$ cat src/common/blat_pkg.sv
`default_nettype none
package blat_pkg;
  localparam int DATA_W = 32;
  localparam int HANDLE_W = 8;
  localparam int LEN_W = 8;
  localparam int PRIO_W = 3;
  localparam int SEQ_W = 1;
  localparam int FCS_W = 16;
  localparam int RETX_W = 4;
  localparam int TMR_W = 32;
  localparam int FIFO_DEPTH = 8;
  localparam int ENT_W = HANDLE_W + PRIO_W + 1 + LEN_W + DATA_W;
  localparam logic [PRIO_W-1:0] PRIO_EMERG = 3'h7;
  localparam logic [PRIO_W-1:0] ACK_PRIO = 3'h5;
  localparam logic [LEN_W-1:0] HDR_ADATA_LEN = 8'h02;
  localparam logic [HANDLE_W-1:0] HANDLE_OWN = 8'h80;
  localparam logic [FCS_W-1:0] FCS_SEED = 16'hffff;
  localparam int CLK_MHZ = 200;
  localparam int T251_US = 100;
  localparam int T251_CYC = T251_US * CLK_MHZ;
  localparam int N252_DEF = 3;

  typedef enum logic [1:0] {FR_ACK, FR_DATA, FR_ACK_DATA} blat_frame_t;
  typedef enum logic [1:0] {
    LL_HANDLE, LL_COMPLETE, LL_RA_FAIL, LL_FRAG_FAIL
  } blat_ll_t;
  typedef enum logic [1:0] {RP_FIRST_DONE, RP_FAILED, RP_SUCCESS} blat_rpt_t;

  // Cheap folded check; both ends must use the same fold
  function automatic logic [FCS_W-1:0] fcs_calc(input logic [DATA_W-1:0] d);
    logic [FCS_W-1:0] a;
    a = FCS_SEED ^ d[FCS_W-1:0];
    a = {a[FCS_W-2:0], a[FCS_W-1]} ^ d[DATA_W-1:FCS_W];
    return a;
  endfunction
endpackage
`default_nettype wire

$ cat src/hw/blat_link.sv
// Operation
// - Request: immediate progress report, queue, notice
// - Emergency aborts data frame, never ack
// - Early answer becomes ack frame payload
// - Late answer handled as new request
// - Prepared answer ack frame goes first
// - Ack plus message gives combined frame
// - Oversize message: bare ack, data later
// - Ack alone gives bare ack frame
// - Message alone gives data frame
// - Record lower layer handle echo
// - Completion starts timer, first-done report
// - Random access failure fails message
// - Fragmentation failure: retry or fail
// - Timer expiry: retry or fail
// - Matching ack confirms success
// - Mismatched ack: retry or fail
// - Idle ack only delivers checked payload
// - Data frame delivered and acknowledged
// - Bad-check data frame ignored
// - Combined frame: ack part, then data
// - Ack frames steal, priority five
// - Own handles from disjoint subrange
// - Send variable zero at start, cell
`default_nettype none

// ----------------------------------------------------------------
// Queue
// ----------------------------------------------------------------
module blat_fifo #(
  parameter int WIDTH = 8,
  parameter int DEPTH = 8
) (
  input wire logic clk,
  input wire logic rst,
  input wire logic in_valid,
  input wire logic [WIDTH-1:0] in_data,
  output logic in_ready,
  output logic out_valid,
  output logic [WIDTH-1:0] out_data,
  input wire logic out_ready
);
  localparam int AW = $clog2(DEPTH);
  typedef struct packed {
    logic [AW-1:0] wr;
    logic [AW-1:0] rd;
    logic [AW:0] cnt;
    logic full;
  } blat_fifo_st_t;
  blat_fifo_st_t st, next_st;
  logic [WIDTH-1:0] mem [DEPTH];
  logic push, pop;

  assign push = in_valid & ~st.full;
  assign pop = out_valid & out_ready;
  assign in_ready = ~st.full;
  assign out_valid = st.cnt != '0;
  assign out_data = mem[st.rd];

  always_comb begin
    next_st = st;
    if (push) begin
      next_st.wr = (st.wr == AW'(DEPTH - 1)) ? '0 : st.wr + 1'b1;
    end
    if (pop) begin
      next_st.rd = (st.rd == AW'(DEPTH - 1)) ? '0 : st.rd + 1'b1;
    end
    next_st.cnt = st.cnt + (AW + 1)'(push) - (AW + 1)'(pop);
    next_st.full = next_st.cnt == (AW + 1)'(DEPTH);
  end

  always_ff @(posedge clk or posedge rst) begin
    if (rst) begin
      st <= '0;
    end else begin
      st <= next_st;
    end
  end

  // Storage needs no reset; count guards every read
  always_ff @(posedge clk) begin
    if (push) begin
      mem[st.wr] <= in_data;
    end
  end
endmodule

// ----------------------------------------------------------------
// Acknowledged basic link engine
// ----------------------------------------------------------------
module blat_link #(
  parameter int T251_CYC = blat_pkg::T251_CYC,
  parameter int N252 = blat_pkg::N252_DEF
) (
  input wire logic clk,
  input wire logic rst,
  input wire logic cell_change,
  input wire logic req_valid,
  output logic req_ready,
  input wire logic [blat_pkg::HANDLE_W-1:0] req_handle,
  input wire logic [blat_pkg::PRIO_W-1:0] req_prio,
  input wire logic req_fcs_en,
  input wire logic [blat_pkg::LEN_W-1:0] req_len,
  input wire logic [blat_pkg::DATA_W-1:0] req_data,
  input wire logic rsp_valid,
  input wire logic [blat_pkg::HANDLE_W-1:0] rsp_handle,
  input wire logic [blat_pkg::PRIO_W-1:0] rsp_prio,
  input wire logic rsp_fcs_en,
  input wire logic [blat_pkg::LEN_W-1:0] rsp_len,
  input wire logic [blat_pkg::DATA_W-1:0] rsp_data,
  output logic prog_valid,
  output logic [blat_pkg::HANDLE_W-1:0] prog_handle,
  output logic rpt_valid,
  output blat_pkg::blat_rpt_t rpt_kind,
  output logic [blat_pkg::HANDLE_W-1:0] rpt_handle,
  output logic ind_valid,
  output logic [blat_pkg::HANDLE_W-1:0] ind_handle,
  output logic [blat_pkg::LEN_W-1:0] ind_len,
  output logic [blat_pkg::DATA_W-1:0] ind_data,
  output logic data_pending,
  input wire logic traffic_permit,
  input wire logic slot_ready,
  input wire logic [blat_pkg::LEN_W-1:0] slot_space,
  output logic tx_valid,
  output blat_pkg::blat_frame_t tx_kind,
  output logic [blat_pkg::SEQ_W-1:0] tx_ns,
  output logic [blat_pkg::SEQ_W-1:0] tx_nr,
  output logic [blat_pkg::HANDLE_W-1:0] tx_handle,
  output logic [blat_pkg::LEN_W-1:0] tx_len,
  output logic [blat_pkg::DATA_W-1:0] tx_data,
  output logic tx_fcs_en,
  output logic [blat_pkg::FCS_W-1:0] tx_fcs,
  output logic tx_steal,
  output logic [blat_pkg::PRIO_W-1:0] tx_prio,
  output logic lower_layer_abort,
  input wire logic ll_rpt_valid,
  input wire blat_pkg::blat_ll_t ll_rpt_kind,
  input wire logic [blat_pkg::HANDLE_W-1:0] ll_rpt_handle,
  input wire logic rx_valid,
  input wire blat_pkg::blat_frame_t rx_kind,
  input wire logic [blat_pkg::SEQ_W-1:0] rx_ns,
  input wire logic [blat_pkg::SEQ_W-1:0] rx_nr,
  input wire logic [blat_pkg::LEN_W-1:0] rx_len,
  input wire logic [blat_pkg::DATA_W-1:0] rx_data,
  input wire logic rx_fcs_en,
  input wire logic [blat_pkg::FCS_W-1:0] rx_fcs
);
  typedef struct packed {
    logic [blat_pkg::SEQ_W-1:0] vs;
    logic [blat_pkg::SEQ_W-1:0] vr;
    logic ack_pend;
    logic ans_valid;
    logic [blat_pkg::HANDLE_W-1:0] ans_handle;
    logic ans_fcs_en;
    logic [blat_pkg::LEN_W-1:0] ans_len;
    logic [blat_pkg::DATA_W-1:0] ans_data;
    logic cur_valid;
    logic cur_need_tx;
    logic cur_sent;
    logic [blat_pkg::HANDLE_W-1:0] cur_handle;
    logic [blat_pkg::PRIO_W-1:0] cur_prio;
    logic cur_fcs_en;
    logic [blat_pkg::LEN_W-1:0] cur_len;
    logic [blat_pkg::DATA_W-1:0] cur_data;
    logic [blat_pkg::RETX_W-1:0] retx;
    logic [blat_pkg::TMR_W-1:0] tmr;
    logic tmr_run;
    logic fly;
    blat_pkg::blat_frame_t fly_kind;
    logic fly_data;
    logic [blat_pkg::PRIO_W-1:0] fly_prio;
    logic [blat_pkg::HANDLE_W-1:0] rec_handle;
    logic [blat_pkg::HANDLE_W-2:0] rx_hctr;
    logic prog_valid;
    logic [blat_pkg::HANDLE_W-1:0] prog_handle;
    logic rpt_valid;
    blat_pkg::blat_rpt_t rpt_kind;
    logic [blat_pkg::HANDLE_W-1:0] rpt_handle;
    logic ind_valid;
    logic [blat_pkg::HANDLE_W-1:0] ind_handle;
    logic [blat_pkg::LEN_W-1:0] ind_len;
    logic [blat_pkg::DATA_W-1:0] ind_data;
    logic pending;
    logic tx_valid;
    blat_pkg::blat_frame_t tx_kind;
    logic [blat_pkg::SEQ_W-1:0] tx_ns;
    logic [blat_pkg::SEQ_W-1:0] tx_nr;
    logic [blat_pkg::HANDLE_W-1:0] tx_handle;
    logic [blat_pkg::LEN_W-1:0] tx_len;
    logic [blat_pkg::DATA_W-1:0] tx_data;
    logic tx_fcs_en;
    logic [blat_pkg::FCS_W-1:0] tx_fcs;
    logic tx_steal;
    logic [blat_pkg::PRIO_W-1:0] tx_prio;
    logic abort;
  } blat_st_t;

  blat_st_t st, next_st;
  logic late_rsp, q_in_valid, q_in_ready, q_out_valid, took;
  logic [blat_pkg::ENT_W-1:0] q_in, q_out;
  logic [blat_pkg::HANDLE_W-1:0] in_handle;
  logic [blat_pkg::PRIO_W-1:0] in_prio;
  logic slot_go, ll_match, rx_ok, awaiting, tmr_exp;
  logic [blat_pkg::LEN_W:0] need_len;

  // Failed transfer: report, next number, drop message
  function automatic blat_st_t fail_msg(input blat_st_t s);
    blat_st_t r;
    r = s;
    r.rpt_valid = 1'b1;
    r.rpt_kind = blat_pkg::RP_FAILED;
    r.rpt_handle = s.cur_handle;
    r.vs = s.vs + 1'b1;
    r.cur_valid = 1'b0;
    r.cur_need_tx = 1'b0;
    r.tmr_run = 1'b0;
    return r;
  endfunction

  function automatic blat_st_t retry_or_fail(input blat_st_t s);
    blat_st_t r;
    r = s;
    if (32'(s.retx) < N252) begin
      r.retx = s.retx + 1'b1;
      r.cur_need_tx = 1'b1;
      r.tmr_run = 1'b0;
    end else begin
      r = fail_msg(s);
    end
    return r;
  endfunction

  // Late answers share the queue; they win over a request
  assign late_rsp = rsp_valid & ~st.ack_pend;
  assign q_in_valid = late_rsp | req_valid;
  assign q_in = late_rsp ?
      {rsp_handle, rsp_prio, rsp_fcs_en, rsp_len, rsp_data} :
      {req_handle, req_prio, req_fcs_en, req_len, req_data};
  assign in_handle = late_rsp ? rsp_handle : req_handle;
  assign in_prio = late_rsp ? rsp_prio : req_prio;
  assign took = q_in_valid & q_in_ready;

  blat_fifo #(.WIDTH(blat_pkg::ENT_W), .DEPTH(blat_pkg::FIFO_DEPTH)) u_q (
    .clk(clk),
    .rst(rst),
    .in_valid(q_in_valid),
    .in_data(q_in),
    .in_ready(q_in_ready),
    .out_valid(q_out_valid),
    .out_data(q_out),
    .out_ready(~st.cur_valid)
  );

  assign slot_go = slot_ready & ~st.fly;
  assign ll_match = st.fly_kind == blat_pkg::FR_ACK ||
      ll_rpt_handle == st.rec_handle;
  assign rx_ok = ~rx_fcs_en || rx_fcs == blat_pkg::fcs_calc(rx_data);
  assign awaiting = st.cur_valid & st.cur_sent & ~st.cur_need_tx & ~st.fly;
  assign tmr_exp = st.tmr_run && st.tmr == blat_pkg::TMR_W'(1);
  assign need_len = {1'b0, st.cur_len} + {1'b0, blat_pkg::HDR_ADATA_LEN};

  always_comb begin
    next_st = st;
    next_st.prog_valid = 1'b0;
    next_st.rpt_valid = 1'b0;
    next_st.ind_valid = 1'b0;
    next_st.tx_valid = 1'b0;
    next_st.abort = 1'b0;
    if (st.tmr_run) begin
      next_st.tmr = st.tmr - 1'b1;
    end
    if (cell_change) begin
      next_st.vs = '0;
    end
    if (!st.cur_valid && q_out_valid) begin
      {next_st.cur_handle, next_st.cur_prio, next_st.cur_fcs_en,
       next_st.cur_len, next_st.cur_data} = q_out;
      next_st.cur_valid = 1'b1;
      next_st.cur_need_tx = 1'b1;
      next_st.cur_sent = 1'b0;
      next_st.retx = '0;
    end
    if (took) begin
      next_st.prog_valid = 1'b1;
      next_st.prog_handle = in_handle;
      if (in_prio == blat_pkg::PRIO_EMERG && st.fly &&
          st.fly_kind != blat_pkg::FR_ACK &&
          st.fly_prio != blat_pkg::PRIO_EMERG) begin
        next_st.abort = 1'b1;
        next_st.fly = 1'b0;
        next_st.cur_need_tx = 1'b1;
        if (st.fly_kind == blat_pkg::FR_ACK_DATA) begin
          next_st.ack_pend = 1'b1;
        end
      end
    end
    // early answer rides on the ack
    if (rsp_valid && st.ack_pend) begin
      next_st.ans_valid = 1'b1;
      next_st.ans_handle = rsp_handle;
      next_st.ans_fcs_en = rsp_fcs_en;
      next_st.ans_len = rsp_len;
      next_st.ans_data = rsp_data;
    end
    if (slot_go && (st.ans_valid || st.ack_pend || st.cur_need_tx)) begin
      next_st.tx_valid = 1'b1;
      next_st.fly = 1'b1;
      next_st.tx_ns = st.vs;
      next_st.tx_nr = st.vr;
      next_st.tx_kind = blat_pkg::FR_ACK;
      next_st.tx_handle = st.cur_handle;
      next_st.tx_len = '0;
      next_st.tx_data = '0;
      next_st.tx_fcs_en = 1'b0;
      next_st.fly_data = 1'b0;
      next_st.ack_pend = 1'b0;
      if (st.ans_valid) begin
        next_st.ans_valid = 1'b0;
        next_st.tx_handle = st.ans_handle;
        next_st.tx_len = st.ans_len;
        next_st.tx_data = st.ans_data;
        next_st.tx_fcs_en = st.ans_fcs_en;
      end else if (st.ack_pend && st.cur_need_tx) begin
        if (need_len <= {1'b0, slot_space}) begin
          next_st.tx_kind = blat_pkg::FR_ACK_DATA;
          next_st.fly_data = 1'b1;
        end
      end else if (!st.ack_pend) begin
        next_st.tx_kind = blat_pkg::FR_DATA;
        next_st.fly_data = 1'b1;
      end
      // bare ack falls through with defaults
      if (next_st.fly_data) begin
        next_st.cur_need_tx = 1'b0;
        next_st.tx_len = st.cur_len;
        next_st.tx_data = st.cur_data;
        next_st.tx_fcs_en = st.cur_fcs_en;
      end
      next_st.tx_fcs = blat_pkg::fcs_calc(next_st.tx_data);
      next_st.fly_kind = next_st.tx_kind;
      next_st.fly_prio = st.cur_prio;
      next_st.tx_steal = traffic_permit &&
          next_st.tx_kind == blat_pkg::FR_ACK;
      next_st.tx_prio = (next_st.tx_kind == blat_pkg::FR_ACK) ?
          blat_pkg::ACK_PRIO : st.cur_prio;
    end
    if (ll_rpt_valid && st.fly) begin
      unique case (ll_rpt_kind)
        blat_pkg::LL_HANDLE: begin
          if (st.fly_kind != blat_pkg::FR_ACK) begin
            next_st.rec_handle = ll_rpt_handle;
          end
        end
        blat_pkg::LL_COMPLETE: begin
          if (ll_match) begin
            next_st.fly = 1'b0;
            if (st.fly_data) begin
              next_st.tmr = blat_pkg::TMR_W'(T251_CYC);
              next_st.tmr_run = 1'b1;
              next_st.cur_sent = 1'b1;
              if (!st.cur_sent) begin
                next_st.rpt_valid = 1'b1;
                next_st.rpt_kind = blat_pkg::RP_FIRST_DONE;
                next_st.rpt_handle = st.cur_handle;
              end
            end
          end
        end
        blat_pkg::LL_RA_FAIL: begin
          if (ll_match) begin
            next_st.fly = 1'b0;
            if (st.fly_data) begin
              next_st = fail_msg(next_st);
            end
          end
        end
        blat_pkg::LL_FRAG_FAIL: begin
          if (ll_match) begin
            next_st.fly = 1'b0;
            if (st.fly_data) begin
              next_st = retry_or_fail(next_st);
            end
          end
        end
      endcase
    end
    if (tmr_exp) begin
      next_st.tmr_run = 1'b0;
      next_st = retry_or_fail(next_st);
    end
    // ack part handled before data part
    if (rx_valid && rx_kind != blat_pkg::FR_DATA) begin
      if (awaiting) begin
        if (rx_nr == st.vs) begin
          next_st.rpt_valid = 1'b1;
          next_st.rpt_kind = blat_pkg::RP_SUCCESS;
          next_st.rpt_handle = st.cur_handle;
          next_st.vs = st.vs + 1'b1;
          next_st.cur_valid = 1'b0;
          next_st.tmr_run = 1'b0;
        end else begin
          next_st = retry_or_fail(next_st);
        end
      end
      if (rx_kind == blat_pkg::FR_ACK && rx_len != '0 && rx_ok) begin
        next_st.ind_valid = 1'b1;
        next_st.ind_handle = blat_pkg::HANDLE_OWN | {1'b0, st.rx_hctr};
        next_st.ind_len = rx_len;
        next_st.ind_data = rx_data;
        next_st.rx_hctr = st.rx_hctr + 1'b1;
      end
    end
    if (rx_valid && rx_kind != blat_pkg::FR_ACK) begin
      next_st.ans_valid = 1'b0;
      // bad check leaves ack state untouched
      if (rx_ok) begin
        // own handles carry the top bit
        next_st.ind_valid = 1'b1;
        next_st.ind_handle = blat_pkg::HANDLE_OWN | {1'b0, st.rx_hctr};
        next_st.ind_len = rx_len;
        next_st.ind_data = rx_data;
        next_st.rx_hctr = st.rx_hctr + 1'b1;
        next_st.vr = rx_ns;
        next_st.ack_pend = 1'b1;
      end
    end
    next_st.pending = next_st.ans_valid | next_st.ack_pend |
        (next_st.cur_valid & next_st.cur_need_tx) | q_out_valid;
  end

  always_ff @(posedge clk or posedge rst) begin
    if (rst) begin
      st <= '0;
    end else begin
      st <= next_st;
    end
  end

  assign req_ready = q_in_ready & ~late_rsp;
  assign prog_valid = st.prog_valid;
  assign prog_handle = st.prog_handle;
  assign rpt_valid = st.rpt_valid;
  assign rpt_kind = st.rpt_kind;
  assign rpt_handle = st.rpt_handle;
  assign ind_valid = st.ind_valid;
  assign ind_handle = st.ind_handle;
  assign ind_len = st.ind_len;
  assign ind_data = st.ind_data;
  assign data_pending = st.pending;
  assign tx_valid = st.tx_valid;
  assign tx_kind = st.tx_kind;
  assign tx_ns = st.tx_ns;
  assign tx_nr = st.tx_nr;
  assign tx_handle = st.tx_handle;
  assign tx_len = st.tx_len;
  assign tx_data = st.tx_data;
  assign tx_fcs_en = st.tx_fcs_en;
  assign tx_fcs = st.tx_fcs;
  assign tx_steal = st.tx_steal;
  assign tx_prio = st.tx_prio;
  assign lower_layer_abort = st.abort;
endmodule
`default_nettype wire

$ cat config.mk
export PLATFORM = sky130hd
export DESIGN_NAME = blat_link
export DESIGN_NICKNAME = d
export VERILOG_FILES = /design/src/common/blat_pkg.sv /design/src/hw/blat_link.sv
export SDC_FILE = /design/constraint.sdc
export NUM_CORES = 1
export LEC_CHECK = 0
export ABC_AREA = 1
export BUFFER_PORTS_ARGS = -buffer_cell sky130_fd_sc_hd__buf_2
export CAP_MARGIN = 40
export CORE_MARGIN = 4
export CORE_UTILIZATION = 50
export CTS_BUF_LIST = sky130_fd_sc_hd__clkbuf_4 sky130_fd_sc_hd__clkbuf_8
export DETAILED_ROUTE_END_ITERATION = 10
export HOLD_SLACK_MARGIN = 0.06
export PLACE_DENSITY = 0.69
export SYNTH_ARGS = -nofsm -noshare
export SYNTH_HDL_FRONTEND = slang
export SYNTH_SLANG_ARGS = --single-unit
$ cat constraint.sdc
create_clock -name clk -period 11.5 [get_ports clk]
set_clock_uncertainty 0.2 [all_clocks]
set_input_delay 1.15 -clock clk [delete_from_list [all_inputs] [get_ports clk]]
set_output_delay 1.15 -clock clk [all_outputs]
set_load 0.02 [all_outputs]
==> run summary, run 1 <==
CP max-delay cell -> inv_2
Die area -> 0.0699 mm2
Final Hold Fails -> 0
Final Max Slew Viols -> 0
Clock latency on the worst-skew pair -> 0.71 ns
Library cells used by synthesis -> 52
CTS Buffer Depth -> 3
Compound-cell area share of the yosys netlist -> 0.103
Critical path endpoint -> data_pending$_DFF_PP0_
Leakage -> 0.0163 uW
Drt via density -> 5.42
Initial antenna violation count -> 4
Layout Nets -> 3640
Type of origin of the critical path -> flip-flop
Hpwl dp -> 56800 um
Placed cell area -> 0.0347 mm2
Clock sinks -> 737
Drc violations -> 0
Final WL -> 87500 um
Layout Area Growth over Synthesis -> 13.3%
FF+latch count, synth -> 737
Yosys top cell area share -> 0.380
Slew HR -> 0.329
Port bufs -> 337
Avg Cell Area, Syn -> 10.3 um2
Worst Tran Pin Value -> 0.996 ns
Adder-cell share of the synthesized area -> 0.00975
Status -> finished clean
Mapped Cells -> 3191
Number of global-route vias before repair -> 22.9k
Period minus WS final -> 5.54 ns
Final Cell Area -> 0.0372 mm2
Die Height -> 264 um
Root Driver -> clkbuf_8
Largest family of logic cells by synthesized area -> simple AND/OR/NAND/NOR gates
Final setup TNS -> 0 ns
Xor/xnor share of the synthesized area -> 0.0179
Final ANT Viol Nets -> 0
Largest net degree at the start of global routing -> 112
Int Pwr -> 5920 uW
Post-Syn Nets -> 3408
Critical path startpoint -> u_q.st[3]$_DFF_PP0_
Ratio of cells with drive above 1 in the final layout -> 0.215
Pwr/cell area -> 258 mW/mm2
Core Region -> 0.0648 mm2
# IOs -> 338
Sequential power share -> 0.420
Critical path type -> reg2reg
CTS Hold Bufs -> 0
Hold Crit Class -> reg2reg
Clk slew on worst S/H paths -> 0.06 ns
Routed len/inst -> 20.0 um
Fmax -> 0.180 GHz
Total gr overflow -> 0
H-tree depth -> 3
CTS tree -> built
First-pass GRT wire length -> 133000 um
Total global-route track usage -> 0.243
Total CTS buffers -> 115
Rows -> 93
Routability cong. -> 0.919
DR iter-0 viols -> 2471
Yosys warnings -> 0
Setup crit end kind -> flip-flop
Post-synthesis mux area share -> 0.00320
Maximum VDD drop -> 0.143 mV
Crit path required time -> 11.95 ns
Max_cap viols -> 0
Dominant cells by area after synthesis -> edfxtp_1, dfrtp_1, nand2_1, o21ai_0, nor2_1
CTS resizes -> 0
Post-CTS Setup Inserts -> 0
Synth Area in Simple Gates -> 0.159
Setup-failing EPs final -> 0
Period utilisation layout -> 0.482
Initial Utilization -> 0.507
Synth area leader -> edfxtp_1
DR vias -> 23.8k
Sequential share of the synthesized area -> 0.625
Die Width -> 264 um
Worst r2r path cells -> 28
CP Max Fanout -> 36
Combinational Power Share -> 0.338
Reg-to-reg slack, setup -> 5.96 ns
Synthesized area -> 0.0329 mm2
Worst R2R End -> data_pending$_DFF_PP0_
DR pass1 iterations -> 5
Clock power frac -> 0.242
Psw -> 3690 uW
Worst R2R Start -> u_q.st[3]$_DFF_PP0_
Power Total -> 9610 uW
Worst EP arrival -> 6.00 ns
RSZ-0062 raised after global routing -> no
Sw Share -> 0.384
Slowest stage delay, CP -> 0.77 ns
## metrics by stage
stage / instances / utilization / worst slack, ns / hold slack, ns
after global placement: 4125 / 0.529 / 6.31 / 0.247
after global routing: 4381 / 0.574 / 5.43 / 0.279
after floorplan: 3191 / - / 1.27 / 0.241
final: 4382 / 0.574 / 5.96 / 0.264
after CTS: 4378 / 0.574 / 6.02 / 0.266
after detailed placement: 4161 / 0.536 / 6.09 / 0.251
## critical path, delay by kind of cell, from the launching register on
family | cells | cell delay (ns)
compound gates | 2 | 0.43
fa+ha+maj | 4 | 0.79
buf+inv | 7 | 1.23
flops | 1 | 0.32
mux | 1 | 0.36
simple gates | 14 | 2.14
## kinds of logic after synthesis
kind of cell | after synthesis
AND/OR/NAND/NOR | 1204
flip-flops | 737
AO/OA/AOI/OAI | 581
buffers and inverters | 567
XOR/XNOR | 67
adder cells (fa/ha/maj) | 25
multiplexers | 10
## layout by cell type, fill, tap and decap left out, types with 46 or more instances in the layout
| cell | n |
|---|---|
| nand3_1 | 94 |
| dfrtp_1 | 318 |
| inv_1 | 222 |
| buf_2 | 358 |
| clkbuf_8 | 135 |
| inv_2 | 46 |
| o221ai_1 | 91 |
| nor2_1 | 292 |
| edfxtp_1 | 416 |
| o21ai_0 | 370 |
| nand2_1 | 676 |
## state kept, by name, summed over array words and instances, names as in the netlist, 2 cells and up
| register | cells |
|---|---|
| tx_len | 8 |
| st | 167 |
| prog_handle | 8 |
| ind_handle | 8 |
| u_q.st | 11 |
| u_q.mem | 416 |
| tx_data | 32 |
| tx_handle | 8 |
| ind_data | 32 |
| ind_len | 8 |
| rpt_kind | 2 |
| tx_fcs | 16 |
| rpt_handle | 8 |
| tx_prio | 3 |
## metal layers
| metal | share of wire | wire length [um] | global-route usage |
|---|---|---|---|
| met1 | 0.44 | 38800 | 0.358 |
| met2 | 0.45 | 39200 | 0.364 |
| met3 | 0.082 | 7190 | 0.0517 |
| met4 | 0.026 | 2260 | 0.0804 |
| met5 | 0.00014 | 12 | 0 |
## power by group through the flow
stage	Clock, uW	Sequential [uW]	Combinational (uW)
3_5_place_dp	0	4070	3240
2_1_floorplan	0	3960	2430
5_1_grt	2490	4100	3610
6_report	2320	4030	3250
3_3_place_gp	0	4060	3100
4_1_cts	2360	4020	3250
## area by class of cell
type	count	area, um2
fill	5515	27600
multi-input combinational	1887	9700
inverter	274	1040
clock buffer	180	2200
tap	855	1070
sequential	737	20500
timing repair buffer	408	2400
clock inverter	37	284
antenna	4	10.0
## how the worst min path moves through the flow
stage                            startpoint                       to  slack, ns  depth (start not counted)
global route              st[151]$_DFF_PP0_        st[151]$_DFF_PP0_       0.28                          1
detailed placement  ind_handle[7]$_DFF_PP0_  ind_handle[7]$_DFF_PP0_       0.25                          1
global placement    ind_handle[7]$_DFF_PP0_  ind_handle[7]$_DFF_PP0_       0.25                          1
floorplan           ind_handle[7]$_DFF_PP0_  ind_handle[7]$_DFF_PP0_       0.24                          1
finish              ind_handle[7]$_DFF_PP0_  ind_handle[7]$_DFF_PP0_       0.26                          1
CTS                 ind_handle[7]$_DFF_PP0_  ind_handle[7]$_DFF_PP0_       0.27                          1
## synth_stat cells (all sizes together)
cell type  count
o31ai          2
nand4         56
and3           2
o21a           2
o211ai        26
clkbuf       111
nor4          10
a21oi         18
nor3          13
mux2           4
o22ai         15
xnor2         27
buf          182
a2111oi        1
xor2          40
o21ai        409
ha            24
a31oi          9
nand3        100
a32oi          1
fa             1
edfxtp       416
inv          270
nand3b         4
nor2         310
clkinv         4
or2            3
dfrtp        321
o221ai        91
and2           1
a22oi          7
mux2i          6
nand2        705
Note: power is estimated with default switching activity, not from simulation.
==> run 2: changes to the inputs <==
==> constraint.sdc (replaced) <==
create_clock -name clk -period 5.4 [get_ports clk]
set_clock_uncertainty 0.2 [all_clocks]
set_input_delay 0.54 -clock clk [delete_from_list [all_inputs] [get_ports clk]]
set_output_delay 0.54 -clock clk [all_outputs]
set_load 0.02 [all_outputs]
==> run 2 against run 1 <==
  * Combinational power increased by 120%
  * Critical path type unchanged
  * Highest routed layer is now met4
  * Flip-flop and latch count is the same
  * Core utilization increased by 1.7 points
  * Via count rose by 3.4%
==> run summary, run 2 (synthesis gave the netlist of run 1 again) <==
Status -> finished clean (unchanged)
CTS Buffer Depth -> 3 (unchanged)
Setup-failing EPs final -> 0 (unchanged)
First-pass GRT wire length -> 137000 um (was 133000 um)
Clock power frac -> 0.236 (was 0.242)
Period utilisation layout -> 0.826 (was 0.482)
Final setup TNS -> 0 ns (unchanged)
Crit path required time -> 5.84 ns (was 11.95 ns)
Type of origin of the critical path -> flip-flop (unchanged)
Hold Crit Class -> in2reg (was reg2reg)
Critical path type -> reg2reg (unchanged)
Hpwl dp -> 55900 um (was 56800 um)
Die area -> 0.0699 mm2 (unchanged)
Total gr overflow -> 0 (unchanged)
Total CTS buffers -> 113 (was 115)
Clock latency on the worst-skew pair -> 0.72 ns (was 0.71 ns)
Final ANT Viol Nets -> 0 (unchanged)
Power Total -> 20500 uW (was 9610 uW)
Die Width -> 264 um (unchanged)
Sequential power share -> 0.419 (was 0.420)
Slew HR -> 0.339 (was 0.329)
Final Cell Area -> 0.0383 mm2 (was 0.0372 mm2)
Register name with the most flops -> u_q.mem (unchanged)
Final Hold Fails -> 0 (unchanged)
Worst EP arrival -> 4.90 ns (was 6.00 ns)
Worst R2R Start -> u_q.st[3]$_DFF_PP0_ (unchanged)
Leakage -> 0.0167 uW (was 0.0163 uW)
Routed len/inst -> 20.0 um (about the same)
Drt via density -> 5.47 (was 5.42)
CP Max Fanout -> 34 (was 36)
Most frequent cells in the layout -> nand2_1, edfxtp_1, o21ai_0 (unchanged)
Hold wc startpoint -> req_data[8] (was ind_handle[7]$_DFF_PP0_)
Reg-to-reg slack, setup -> 0.94 ns (was 5.96 ns)
Seq. cell area -> 0.0205 mm2 (unchanged)
Pwr/cell area -> 534 mW/mm2 (was 258 mW/mm2)
Worst R2R End -> data_pending$_DFF_PP0_ (unchanged)
Commonest non-fill, non-tap cell in the layout -> nand2_1 (unchanged)
Multi-input logic area -> 0.00970 mm2 (unchanged)
# IOs -> 338 (unchanged)
Psw -> 7870 uW (was 3690 uW)
Post-CTS Setup Inserts -> 0 (unchanged)
DR vias -> 24.6k (was 23.8k)
Clk slew on worst S/H paths -> 0.06 ns (about the same)
Max_cap viols -> 0 (unchanged)
Worst r2r path cells -> 27 (was 28)
Hold Path End -> u_q.mem[1][8]$_DFFE_PP_ (was ind_handle[7]$_DFF_PP0_)
CTS tree -> built (unchanged)
Root Driver -> clkbuf_8 (unchanged)
Setup crit end kind -> flip-flop (unchanged)
Fmax -> 0.224 GHz (was 0.180 GHz)
# fillers -> 5298 (was 5515)
Placed cell area -> 0.0348 mm2 (was 0.0347 mm2)
Port bufs -> 337 (unchanged)
Drc violations -> 0 (unchanged)
Layout Area Growth over Synthesis -> 16.5% (was 13.3%)
Total global-route track usage -> 0.250 (was 0.243)
Largest net degree at the start of global routing -> 178 (was 112)
Layout Nets -> 3757 (was 3640)
RSZ-0062 raised after global routing -> no (unchanged)
Int Pwr -> 12600 uW (was 5920 uW)
Max reg flops -> 416 (unchanged)
Core Region -> 0.0648 mm2 (unchanged)
Clock sinks -> 737 (unchanged)
Final WL -> 89800 um (was 87500 um)
Initial Utilization -> 0.507 (unchanged)
WHS Path Cells -> 4 (was 1)
Sw Share -> 0.384 (about the same)
Worst Tran Pin Value -> 0.981 ns (was 0.996 ns)
Initial antenna violation count -> 6 (was 4)
Top flop regs -> u_q.mem: 416 flops, st: 167 flops (unchanged)
Number of global-route vias before repair -> 23.8k (was 22.9k)
Rows -> 93 (unchanged)
Final Max Slew Viols -> 0 (unchanged)
DR pass1 iterations -> 5 (unchanged)
Period minus WS final -> 4.46 ns (was 5.54 ns)
H-tree depth -> 3 (unchanged)
DR iter-0 viols -> 2805 (was 2471)
Maximum VDD drop -> 0.313 mV (was 0.143 mV)
Ratio of cells with drive above 1 in the final layout -> 0.208 (was 0.215)
Die Height -> 264 um (unchanged)
Combinational Power Share -> 0.345 (was 0.338)
Routability cong. -> 0.898 (was 0.919)
[run 2: changes by cell type in the layout (fill, tap and decap cells not counted), moves of 2 or more]
cell / before / now
buf_12: 1 / 9
clkbuf_8: 135 / 125
clkinv_2: 12 / 9
inv_6: 3 / 1
diode_2: 4 / 6
buf_16: 11 / 6
dlygate4sd3_1: 0 / 111
buf_2: 358 / 364
clkbuf_4: 45 / 48
[run 2: power groups by stage]
stage	clock network (uW)	registers, uW	logic (uW)
after floorplan	0	8420	5180
after global placement	0	8640	6660
after detailed placement	0	8650	6940
after CTS	4910	8560	7040
after global routing	5160	8730	7830
final	4840	8570	7060
[run 2: timing repair]
item / 4_1_cts / 5_1_grt
endpoints found under the hold margin: 433 / 1
hold buffers: 110 / 1
gates resized for setup: 0 / 0
[run 2: cell type report]
type                            count  area share
Clock inverter                     36     0.00817
Inverter                          274      0.0270
Timing Repair Buffer              527      0.0928
Clock buffer                      173      0.0543
Antenna cell                        6    0.000392
Tap cell                          855      0.0279
Sequential cell                   737       0.536
Multi-Input combinational cell   1887       0.253
[run 2: metrics by stage]
| stage | setup WS [ns] | utilization | instances | hold slack (ns) |
|---|---|---|---|---|
| 2_1_floorplan | 0.379 | - | 3191 | 0.241 |
| 3_3_place_gp | 1.23 | 0.530 | 4123 | 0.248 |
| 3_5_place_dp | 1.03 | 0.537 | 4168 | 0.252 |
| 4_1_cts | 0.990 | 0.591 | 4487 | 0.0617 |
| 5_1_grt | 0.607 | 0.591 | 4493 | 0.112 |
| 6_report | 0.938 | 0.591 | 4495 | 0.124 |
[run 2: how the worst max path moves through the flow]
stage,slack [ns],from,to,cells after the start
CTS,0.99,u_q.st[3]$_DFF_PP0_,data_pending$_DFF_PP0_,27
global route,0.61,u_q.st[3]$_DFF_PP0_,data_pending$_DFF_PP0_,26
detailed placement,1.03,u_q.st[3]$_DFF_PP0_,data_pending$_DFF_PP0_,27
floorplan,0.38,rst,data_pending$_DFF_PP0_,1
global placement,1.23,u_q.st[3]$_DFF_PP0_,data_pending$_DFF_PP0_,27
finish,0.94,u_q.st[3]$_DFF_PP0_,data_pending$_DFF_PP0_,27
[run 2: worst max-delay path, cell delays in order, from the launching register on]
cell and delay [ns]:
dfrtp_1 0.36, inv_1 0.08, ha_1 0.15, nand3_1 0.16
nand2_2 0.13, buf_4 0.37, o21ai_2 0.16, nand2_1 0.11
nor2_1 0.05, nand2_1 0.08, xor2_1 0.24, inv_1 0.08
ha_1 0.20, inv_1 0.05, nand2_1 0.11, inv_1 0.13
nand2_1 0.11, mux2_2 0.30, ha_1 0.18, inv_1 0.05
nand2_1 0.07, inv_1 0.16, nor2_1 0.09, nor3_1 0.33
o21ai_0 0.17, nor2_1 0.14, nand2_1 0.07, nand2_1 0.06
[run 2: routing by layer]
metal | global-route usage | routed length (um) | share of wire
met5 | 0 | 0 | 0
met4 | 0.0929 | 2950 | 0.033
met3 | 0.0575 | 8220 | 0.092
met2 | 0.381 | 40600 | 0.45
met1 | 0.354 | 38000 | 0.42
